--- src/logic/i2c_rs_pkg.sv ---
/*
 Constants and state types for the repeated-start and stop sequencer
 with bus collision detection.
 Assumes a single system clock of 10 MHz and no software registers.
*/
package i2c_rs_pkg;
    localparam int RELOAD_W = 7;
    localparam logic [6:0] RELOAD_ZERO = 7'h00;
    localparam logic [6:0] RELOAD_ONE = 7'h01;
    typedef enum logic [3:0] {
        ST_IDLE,
        ST_RS_SDA_REL,
        ST_RS_CNT1,
        ST_RS_SCL_WAIT,
        ST_RS_CNT2,
        ST_RS_CNT3,
        ST_SP_SDA_LOW,
        ST_SP_SCL_WAIT,
        ST_SP_CNT1,
        ST_SP_SDA_CHK
    } seq_state_t;
endpackage

--- src/logic/baud_down_counter.sv ---
/*
 Reloadable seven-bit down counter that paces bus conditions.
 Assumes load and run come from logic on the same clock.
*/
`timescale 1ns/1ps
module baud_down_counter (
    input wire logic sys_clk,
    input wire logic resetn,
    input wire logic load,
    input wire logic run,
    input wire logic [6:0] reload_value,
    output logic timeout
);
    logic [6:0] count_r;
    logic [6:0] count_nxt;

    assign count_nxt = load ? reload_value :
        ((run && count_r != i2c_rs_pkg::RELOAD_ZERO) ?
        count_r - i2c_rs_pkg::RELOAD_ONE : count_r);
    // Independent of load, so no loop through the caller's decode
    assign timeout = run && count_r == i2c_rs_pkg::RELOAD_ZERO;

    always_ff @(posedge sys_clk or negedge resetn) begin
        if (!resetn) begin
            count_r <= i2c_rs_pkg::RELOAD_ZERO;
        end else begin
            count_r <= count_nxt;
        end
    end
endmodule

--- src/logic/i2c_master_restart_stop_collision.sv ---
/*
 Repeated-start and stop sequencer of a two-wire bus master, with bus
 collision detection and abort.
 Assumes open-drain pins resolved outside; scl_in and sda_in are
 asynchronous and are synchronised here. Requests are level bits of
 master_sequence_control driven by the host core on sys_clk.
*/
// Operation
// - A zero on SDA when SCL rises during a repeated-start is a collision.
// - SCL falling before SDA is driven low in a repeated-start collides.
// - With SDA released and high, the counter loads and counts to zero.
// - After that count SCL is released and SDA sampled once SCL is high.
// - SDA low when SCL is sampled high in a repeated-start collides.
// - SDA high there reloads the counter; a later SDA fall is no collision.
// - SCL falling before timeout with SDA not yet driven collides.
// - Both lines high at timeout drive SDA low and reload the counter.
// - At the end of the final count SCL is driven low and it completes.
// - A stop drives SDA low, releases SCL, then counts once SCL is high.
// - In a stop, SDA still low after release and timeout collides.
// - In a stop, SCL low after release and before SDA is high collides.
// - Any collision sets the collision flag and returns to idle.
// - A collision releases both lines and clears the request bits.
// - A released SCL holds the counter until SCL is sampled high.
`timescale 1ns/1ps
module i2c_master_restart_stop_collision (
    input wire logic sys_clk,
    input wire logic resetn,
    input wire logic restart_req,
    input wire logic stop_req,
    input wire logic [6:0] baud_reload_value,
    input wire logic flag_clear,
    input wire logic scl_in,
    input wire logic sda_in,
    output logic scl_out,
    output logic scl_oe,
    output logic sda_out,
    output logic sda_oe,
    output logic restart_en,
    output logic stop_en,
    output logic collision_irq_flag,
    output logic done_pulse,
    output logic busy
);
    i2c_rs_pkg::seq_state_t state_r, state_nxt;
    logic scl_m_r, scl_s_r, sda_m_r, sda_s_r, scl_prev_r;
    logic rs_en_r, sp_en_r, flag_r;
    logic scl_drv_r, sda_drv_r, scl_drv_nxt, sda_drv_nxt;
    logic done_r, sda_early_r, sda_early_nxt;
    logic cnt_load, cnt_run, cnt_to;
    logic scl_rise, scl_fall, collide, finish;

    // Two-stage synchronisers for the bus lines
    always_ff @(posedge sys_clk or negedge resetn) begin
        if (!resetn) begin
            scl_m_r <= 1'h1;
            scl_s_r <= 1'h1;
            sda_m_r <= 1'h1;
            sda_s_r <= 1'h1;
            scl_prev_r <= 1'h1;
        end else begin
            scl_m_r <= scl_in;
            scl_s_r <= scl_m_r;
            sda_m_r <= sda_in;
            sda_s_r <= sda_m_r;
            scl_prev_r <= scl_s_r;
        end
    end

    assign scl_rise = scl_s_r && !scl_prev_r;
    assign scl_fall = !scl_s_r && scl_prev_r;

    baud_down_counter u_cnt (
        .sys_clk(sys_clk),
        .resetn(resetn),
        .load(cnt_load),
        .run(cnt_run),
        .reload_value(baud_reload_value),
        .timeout(cnt_to)
    );

    always_comb begin
        state_nxt = state_r;
        scl_drv_nxt = scl_drv_r;
        sda_drv_nxt = sda_drv_r;
        sda_early_nxt = sda_early_r;
        cnt_load = 1'h0;
        cnt_run = 1'h0;
        collide = 1'h0;
        finish = 1'h0;
        case (state_r)
            i2c_rs_pkg::ST_IDLE: begin
                sda_early_nxt = 1'h0;
                if (rs_en_r) begin
                    sda_drv_nxt = 1'h0;
                    state_nxt = i2c_rs_pkg::ST_RS_SDA_REL;
                end else if (sp_en_r) begin
                    sda_drv_nxt = 1'h1;
                    state_nxt = i2c_rs_pkg::ST_SP_SDA_LOW;
                end
            end
            i2c_rs_pkg::ST_RS_SDA_REL: begin
                if (sda_s_r) begin
                    cnt_load = 1'h1;
                    state_nxt = i2c_rs_pkg::ST_RS_CNT1;
                end
            end
            i2c_rs_pkg::ST_RS_CNT1: begin
                cnt_run = 1'h1;
                if (cnt_to) begin
                    scl_drv_nxt = 1'h0;
                    state_nxt = i2c_rs_pkg::ST_RS_SCL_WAIT;
                end
            end
            i2c_rs_pkg::ST_RS_SCL_WAIT: begin
                if (scl_s_r) begin
                    if (!sda_s_r) begin
                        collide = 1'h1;
                    end else begin
                        cnt_load = 1'h1;
                        state_nxt = i2c_rs_pkg::ST_RS_CNT2;
                    end
                end
            end
            i2c_rs_pkg::ST_RS_CNT2: begin
                cnt_run = 1'h1;
                if (!sda_s_r) begin
                    sda_early_nxt = 1'h1;
                end
                if (scl_fall && sda_s_r && !sda_early_r) begin
                    collide = 1'h1;
                end else if (cnt_to) begin
                    sda_drv_nxt = 1'h1;
                    cnt_load = 1'h1;
                    state_nxt = i2c_rs_pkg::ST_RS_CNT3;
                end
            end
            i2c_rs_pkg::ST_RS_CNT3: begin
                cnt_run = 1'h1;
                if (cnt_to) begin
                    scl_drv_nxt = 1'h1;
                    finish = 1'h1;
                end
            end
            i2c_rs_pkg::ST_SP_SDA_LOW: begin
                if (!sda_s_r) begin
                    scl_drv_nxt = 1'h0;
                    state_nxt = i2c_rs_pkg::ST_SP_SCL_WAIT;
                end
            end
            i2c_rs_pkg::ST_SP_SCL_WAIT: begin
                if (scl_s_r) begin
                    cnt_load = 1'h1;
                    state_nxt = i2c_rs_pkg::ST_SP_CNT1;
                end
            end
            i2c_rs_pkg::ST_SP_CNT1: begin
                cnt_run = 1'h1;
                if (!scl_s_r) begin
                    collide = 1'h1;
                end else if (cnt_to) begin
                    sda_drv_nxt = 1'h0;
                    cnt_load = 1'h1;
                    state_nxt = i2c_rs_pkg::ST_SP_SDA_CHK;
                end
            end
            i2c_rs_pkg::ST_SP_SDA_CHK: begin
                cnt_run = 1'h1;
                if (!scl_s_r && !sda_s_r) begin
                    collide = 1'h1;
                end else if (cnt_to) begin
                    if (!sda_s_r) begin
                        collide = 1'h1;
                    end else begin
                        finish = 1'h1;
                    end
                end
            end
            default: begin
                collide = 1'h1;
            end
        endcase
        if (collide || finish) begin
            state_nxt = i2c_rs_pkg::ST_IDLE;
        end
        if (collide) begin
            scl_drv_nxt = 1'h0;
            sda_drv_nxt = 1'h0;
        end
    end

    always_ff @(posedge sys_clk or negedge resetn) begin
        if (!resetn) begin
            state_r <= i2c_rs_pkg::ST_IDLE;
            scl_drv_r <= 1'h0;
            sda_drv_r <= 1'h0;
            sda_early_r <= 1'h0;
            done_r <= 1'h0;
        end else begin
            state_r <= state_nxt;
            scl_drv_r <= scl_drv_nxt;
            sda_drv_r <= sda_drv_nxt;
            sda_early_r <= sda_early_nxt;
            done_r <= finish;
        end
    end

    // Request bits cleared on end or abort
    always_ff @(posedge sys_clk or negedge resetn) begin
        if (!resetn) begin
            rs_en_r <= 1'h0;
            sp_en_r <= 1'h0;
        end else if (collide || finish) begin
            rs_en_r <= 1'h0;
            sp_en_r <= 1'h0;
        end else if (state_r == i2c_rs_pkg::ST_IDLE && !rs_en_r &&
            !sp_en_r) begin
            rs_en_r <= restart_req;
            sp_en_r <= stop_req && !restart_req;
        end
    end

    always_ff @(posedge sys_clk or negedge resetn) begin
        if (!resetn) begin
            flag_r <= 1'h0;
        end else if (collide) begin
            flag_r <= 1'h1;
        end else if (flag_clear) begin
            flag_r <= 1'h0;
        end
    end

    assign scl_out = 1'h0;
    assign sda_out = 1'h0;
    assign scl_oe = scl_drv_r;
    assign sda_oe = sda_drv_r;
    assign restart_en = rs_en_r;
    assign stop_en = sp_en_r;
    assign collision_irq_flag = flag_r;
    assign done_pulse = done_r;
    assign busy = state_r != i2c_rs_pkg::ST_IDLE;
endmodule

--- config.mk ---
export PLATFORM = sky130hd
export DESIGN_NAME = i2c_master_restart_stop_collision
export DESIGN_NICKNAME = d
export VERILOG_FILES = /design/src/logic/i2c_rs_pkg.sv /design/src/logic/baud_down_counter.sv /design/src/logic/i2c_master_restart_stop_collision.sv
export SDC_FILE = /design/constraint.sdc
export NUM_CORES = 1
export LEC_CHECK = 0
export BUFFER_PORTS_ARGS = -buffer_cell sky130_fd_sc_hd__buf_2
export CORE_UTILIZATION = 46
export DETAILED_ROUTE_END_ITERATION = 16
export PLACE_DENSITY = 0.63
export SLEW_MARGIN = 5
export SYNTH_ARGS = -nofsm -noshare
export SYNTH_HDL_FRONTEND = slang
export SYNTH_SLANG_ARGS = --single-unit
--- constraint.sdc ---
create_clock -name sys_clk -period 4.36 [get_ports sys_clk]
set_clock_uncertainty 0.15 [all_clocks]
set_input_delay 0.436 -clock sys_clk [delete_from_list [all_inputs] [get_ports sys_clk]]
set_output_delay 0.436 -clock sys_clk [all_outputs]
set_load 0.1 [all_outputs]
# After elaboration in Yosys (flattened, before gate mapping)
# Index checks and enable logic that the tools add are counted.
[word_totals]
latch_bits = 0
rom_bits = 0
in_bits = 14
ram_bits = 0
mem_count = 0
reg_bits = 23
out_inout_bits = 9
[op_classes]
bitwise = 0
shifts = 0
div = 0
add_sub_neg = 1
n_reduce_logical = 33
muxes = 53
eq_ne = 29
order_cmp = 0
multipliers = 0
[ops]
columns = ["operator", "n"]
rows = [
  ["two-way mux 4 bit", 13],
  ["!= test 3 bit (second input constant)", 17],
  ["one-hot mux 4 bit (8 select lines)", 1],
  ["two-way mux 1 bit", 31],
  ["== test 4 x 3 -> 1 bit (second input constant)", 4],
  ["two-way mux 7 bit", 2],
  ["AND reduction 12 bit", 1],
  ["nonzero test 4 bit", 3],
  ["one-hot mux 1 bit (5 select lines)", 2],
  ["logical AND 1 bit", 9],
  ["nonzero test 9 bit", 1],
  ["== test 4 x 2 -> 1 bit (second input constant)", 2],
  ["== test 4 bit (second input constant)", 2],
  ["!= test 4 bit (second input constant)", 2],
  ["nonzero test 2 bit", 4],
  ["logical NOT 7 bit", 1],
  ["nonzero test 7 bit", 1],
  ["subtractor 7 x 1 -> 7 bit (second input constant)", 1],
  ["logical NOT 1 bit", 6],
  ["one-hot mux 1 bit (3 select lines)", 2],
  ["AND reduction 6 bit", 1],
  ["OR reduction 6 bit", 1],
  ["OR reduction 5 bit", 1],
  ["== test 4 x 1 -> 1 bit (second input constant)", 1],
  ["other kinds (6)", 7],
]

# Depth between registers and ports, before layout
[logic_depth]
depth_word = 10
ltp_mapped = 9

# Cells and area by module
# A second synthesis with hierarchy kept.
[hier_totals]
cells_unflattened = 190
area_unflattened_um2 = 1652.8
[by_module_without_submodules]
columns = ["mod", "area_each_um2", "cells_each", "n_inst"]
rows = [
  ["i2c_master_restart_stop_collision", 1154.9, 132, 1],
  ["baud_down_counter", 498.0, 58, 1],
]

# Worst setup path before layout
# OpenSTA, ideal clock, no wires.
[synth_path]
path_type = "reg2reg"
startpoint = "register state_r[1]"
endpoint = "register state_r[2]"
path_stages_with_launch = 8
t_arrival_ns = 2.016
path_slack_ns = 2.070
path_buffers = 1
synth_period_minus_slack_ns = 2.290
setup_time_ns = 0.124
path_cell_list = "dfrtp_1 > buf_6 > or4_4 > nor3_2 > nor2_1 > or4b_4 > nor2_1 > a211o_1"
[synth_between]
elab_chain_cells = 10
elab_cells_between_ends = 37
classes_between = "eq/ne (20); mux (10); reduce/logical (7)"
[synth_rtl]
columns = ["item", "line_no", "rtl"]
rows = [
  ["from (decl)", "i2c_master_restart_stop_collision.sv:44", "i2c_rs_pkg::seq_state_t state_r, state_nxt;"],
  ["from (signal assigned)", "i2c_master_restart_stop_collision.sv:193", "state_r <= i2c_rs_pkg::ST_IDLE;"],
  ["from (signal assigned)", "i2c_master_restart_stop_collision.sv:199", "state_r <= state_nxt;"],
  ["== test 4 bit (tied with other cells)", "i2c_master_restart_stop_collision.sv:90", "case (state_r)"],
  ["OR reduction 5 bit (no source line)", "--", ""],
  ["two-way mux 1 bit", "i2c_master_restart_stop_collision.sv:90", ""],
  ["logical AND 1 bit", "baud_down_counter.sv:21", "assign timeout = run && count_r == i2c_rs_pkg::RELOAD_ZERO;"],
  ["two-way mux 1 bit", "i2c_master_restart_stop_collision.sv:170", "end else if (cnt_to) begin"],
  ["two-way mux 1 bit", "i2c_master_restart_stop_collision.sv:168", "if (!scl_s_r && !sda_s_r) begin"],
  ["one-hot mux 1 bit (5 select lines) / one-hot mux 1 bit (2 select lines) (equally long branches)", "i2c_master_restart_stop_collision.sv:90", ""],
  ["logical OR 1 bit", "i2c_master_restart_stop_collision.sv:182", "if (collide || finish) begin"],
  ["nonzero test 9 bit (no source line) (tied with other cells)", "--", ""],
  ["AND reduction 12 bit (no source line)", "--", ""],
]
# Several ways; a longest one is shown, not always the timed one.
# A chain may end at the register's enable or synchronous reset.

# Worst setup path after layout
[layout_path]
startpoint = "register u_cnt.count_r[0]"
endpoint = "register u_cnt.count_r[1]"
[layout_between]
elab_chain_cells = 6
elab_cells_between_ends = 12
classes_between = "add/sub (1); mux (6); reduce/logical (5)"
[layout_rtl]
columns = ["item", "line_no", "rtl"]
rows = [
  ["from (decl)", "baud_down_counter.sv:14", "logic [6:0] count_r;"],
  ["from (signal assigned)", "baud_down_counter.sv:25", "count_r <= i2c_rs_pkg::RELOAD_ZERO;"],
  ["from (signal assigned)", "baud_down_counter.sv:27", "count_r <= count_nxt;"],
  ["logical NOT 7 bit", "baud_down_counter.sv:21", ""],
  ["logical AND 1 bit", "baud_down_counter.sv:21", ""],
  ["two-way mux 1 bit", "i2c_master_restart_stop_collision.sv:131, i2c_master_restart_stop_collision.sv:160", ""],
  ["two-way mux 1 bit, on equally long branches", "i2c_master_restart_stop_collision.sv:158, i2c_master_restart_stop_collision.sv:129", ""],
  ["one-hot mux 1 bit (5 select lines)", "i2c_master_restart_stop_collision.sv:90", ""],
  ["two-way mux 7 bit / nonzero test 2 bit (equally long branches)", "--", ""],
]
# Several ways; a longest one is shown, not always the timed one. The select of a mux whose other input is x is not followed.

==> flow_metrics.py <==
metrics = {
    "hold_path": {
        "min_path_type": "in2reg",
        "min_from": "sda_in",
        "hold_depth": 1,
        "min_to": "sda_m_r$_DFF_PN1_",
    },
    "sta": {
        "tns_ns": 0,
        "finalSetupViolations": 0,
        "min_period_ns": 2.69,
        "fin_hold_ws_ns": 0.0556,
        "max_freq_mhz": 372,
        "worstMarginPinSlew_ns": 0.688,
        "postLayoutSetupSlackWorst_ns": 1.67,
        "hold_viol": 0,
        "slew_violations": 0,
        "timing.final.crit_share_pct": 61.7,
        "rsz0062_at_grt": "no",
        "slew_headroom_pct": 54.2,
    },
    "place": {
        "dpl-instance-area_sq_mm": 0.00163,
        "dp_hpwl_mm": 2.32,
        "routabilityCongestion": 0.841,
        "preCtsSetupSlack_ns": 1.70,
        "io_buffer_count": 20,
        "dp.cells": 225,
    },
    "worst_setup_path": {
        "worstSetupPathType": "reg2reg",
        "path_cells": "inv_1 -> ha_1 -> nor4b_4 -> nand2_1 -> or4_1 -> nand3_1 -> nor2b_1 -> a221o_1",
        "cp_slowest_cell": "or4_1",
        "cp_max_fo": 11,
        "crit_family": "simple AND/OR/NAND/NOR gates",
        "setup.worst_path.start": "u_cnt.count_r[0]$_DFFE_PN0P_",
        "crit_arrival_ns": 2.75,
        "crit_path_start_kind": "flop",
        "max_stage_delay_ns": 0.52,
        "reg2reg_from": "u_cnt.count_r[0]$_DFFE_PN0P_",
        "required_ns": 4.42,
        "path_buf_inv": 1,
        "endpoint_kind": "flop",
        "r2r_end": "u_cnt.count_r[1]$_DFFE_PN0P_",
        "timing.reg2reg.setup_slack_ns": 1.67,
        "reg2regPathDepth": 8,
    },
    "detailed_routing": {
        "totalWireLength_mm": 3.21,
        "ant_nets": 0,
        "drc": 0,
        "viasPerCell": 5.77,
        "avgRoutedWirePerCell_microns": 14.0,
        "firstDrtPassIters": 4,
        "dr_total_vias": 1326,
        "first_iter_violations": 85,
    },
    "yosys": {
        "synth_top_family_by_area": "simple AND/OR/NAND/NOR gates",
        "syn_area_sq_mm": 0.00155,
        "syn_avg_cell_area_sq_um": 9.00,
        "synth_adder_area_share_pct": 2.26,
        "synthArstFlopShare_pct": 100,
        "ys_types": 52,
        "synth_seq_area_share_pct": 37.6,
        "syn_inst": 172,
        "synth-simple-area-share_pct": 25.6,
        "synthMuxAreaShare_pct": 1.37,
        "synth-compound-area-share_pct": 24.0,
        "synth_edf_count": 0,
        "ys_top_cells_by_area": "dfrtp_1 (29%), dfstp_2 (8.5%), a21oi_1 (4.2%)",
        "synth_area_leader_cell": "dfrtp_1",
        "synth_top_area_share_pct": 29.1,
        "synth_flop_cell": "dfrtp_1",
        "synth_xor_area_share_pct": 1.70,
        "yosysWarnings": 0,
        "synth-seq-cells": 23,
    },
    "global_route": {
        "gr-total-overflow": 0,
        "grt_max_degree": 24,
        "antenna_found_initial": 0,
        "grt_pass1_wl_mm": 5.35,
        "grt_pass1_vias": 1172,
        "grt_usage_pct": 19.8,
    },
    "cts": {
        "root_buffer": "clkbuf_4",
        "ctsResizeCount": 0,
        "htree_levels": 1,
        "clk_latency_ns": 0.31,
        "cts.clk_slew.worst_paths_ns": 0.12,
        "clkSinkCount": 23,
        "postCtsHoldBufs": 1,
        "cts_tree": "done",
        "numCtsBuffers": 3,
        "postCtsSetupRepairBufs": 0,
        "clock_path_buffers": 2,
    },
    "cells_and_area": {
        "fin_util_pct": 53.4,
        "fillers": 315,
        "final-instance-count-excl-fill": 230,
        "nets": 203,
        "area_growth_syn_to_layout_pct": 7.84,
        "final_area_sq_mm": 0.00167,
        "drive_gt1_share_pct": 21.5,
        "antenna_cells": 0,
    },
    "power_and_ir_drop": {
        "p_total_mw": 1.47,
        "p_leak_nw": 0.740,
        "internal_power_mw": 0.702,
        "p_sw_mw": 0.771,
        "peakVddDrop_mv": 0.458,
        "pwr-share-clk_pct": 6.9,
        "swShare_pct": 52.3,
        "combinationalPowerShare_pct": 62.4,
        "powerDensity_mw_per_mm2": 883,
        "seqPwrFrac_pct": 30.8,
    },
    "die": {
        "die_y_microns": 60.0,
        "fp-row-count": 20,
        "start_util_pct": 49.5,
        "chipWidth_microns": 60.0,
        "dieArea_sq_mm": 0.00360,
        "core-area_sq_mm": 0.00313,
        "ios": 23,
    },
    "flow_run": {
        "max_cap_violations": 0,
    },
    "outcome": {
        "status": "complete, no violations",
    },
}
## cells in the final DEF (no fill, tap or decap), types with 2 or more instances in the layout
master and instances:
nand2b_1 5, a21o_1 2, a221o_1 4, buf_2 20, dfrtp_1 18, or3_1 3, xnor2_1 3, inv_1 10
o31ai_1 2, nor4bb_1 2, o21ai_0 9, nand2_1 13, clkbuf_4 3, nand3_1 4, or2_2 3, conb_1 2
a211o_1 3, dfstp_2 5, o21ai_1 3, a2bb2oi_1 2, nor3_1 7, nor3_2 2, nor2_1 12, ha_1 2
o21bai_1 2, nor2b_1 6, a21oi_1 13, nand3b_1 2
## power by group through the flow
stage	sequential [mW]	clock, mW	combinational, mW
CTS	0.449	0.107	0.917
global route	0.467	0.114	1.00
detailed placement	0.452	0	0.910
global placement	0.451	0	0.897
finish	0.453	0.102	0.919
floorplan	0.486	0	0.746
## worst max path at each step
stage | slack (ns) | depth (start not counted) | to
after global routing | 1.44 | 8 | u_cnt.count_r[1]$_DFFE_PN0P_
final | 1.67 | 8 | u_cnt.count_r[1]$_DFFE_PN0P_
after CTS | 1.66 | 8 | u_cnt.count_r[1]$_DFFE_PN0P_
after global placement | 1.79 | 8 | u_cnt.count_r[1]$_DFFE_PN0P_
after detailed placement | 1.70 | 8 | u_cnt.count_r[2]$_DFFE_PN0P_
after floorplan | 2.07 | 7 | state_r[2]$_DFFE_PN0P_
## cell families after synthesis
logic type                 after synthesis
adders and majority gates                3
other                                    1
xor gates and xnor gates                 3
AOI/OAI and AO/OA                       51
buffers and inverters                   22
and+or+nand+nor                         67
muxes                                    2
DFF                                     23
## worst reg2reg max path, delay by kind of cell (launching register included)
family | cells | cell delay, ns
simple gates | 5 | 1.45
flops | 1 | 0.39
compound gates | 1 | 0.33
buf+inv | 1 | 0.11
fa+ha+maj | 1 | 0.16
## flip-flops by register name (all words and copies together) (netlist names)
signal              flops
sda_m_r                 1
sda_early_r             1
sda_s_r                 1
scl_m_r                 1
done_pulse              1
collision_irq_flag      1
scl_oe                  1
sda_oe                  1
scl_prev_r              1
restart_en              1
scl_s_r                 1
stop_en                 1
u_cnt.count_r           7
state_r                 4
## layer usage
metal | GRT usage, % | up-vias | share of wire (%)
met1 | 29.5 | 629 | 49
met2 | 29.2 | 48 | 44
met5 | 0 | - | 0
met3 | 2.38 | 6 | 5.7
li1 | - | 643 | -
met4 | 6.98 | 0 | 1.1
## cell usage after synthesis, types with 3 or more instances
cell / count
nand2b_1: 5
nand2_1: 13
nor2_1: 12
dfstp_2: 5
nand3_1: 4
o21ai_1: 3
clkbuf_1: 5
or2_2: 3
dfrtp_1: 18
a211o_1: 3
nor3_1: 7
a221o_1: 4
nor2b_1: 6
xnor2_1: 3
or3_1: 3
inv_1: 10
o21ai_0: 9
buf_4: 3
a21oi_1: 13
## cell type report
cell class	instances	area, sq um	area share [%]
inverters	10	37.5	2.25
multi-input cells	128	858	51.4
repair buffers	21	110	6.60
flip-flops and latches	23	582	34.9
clock buffers	4	26.3	1.57
well taps	44	55.1	3.30
No activity file was read; power rests on OpenSTA's default activity.
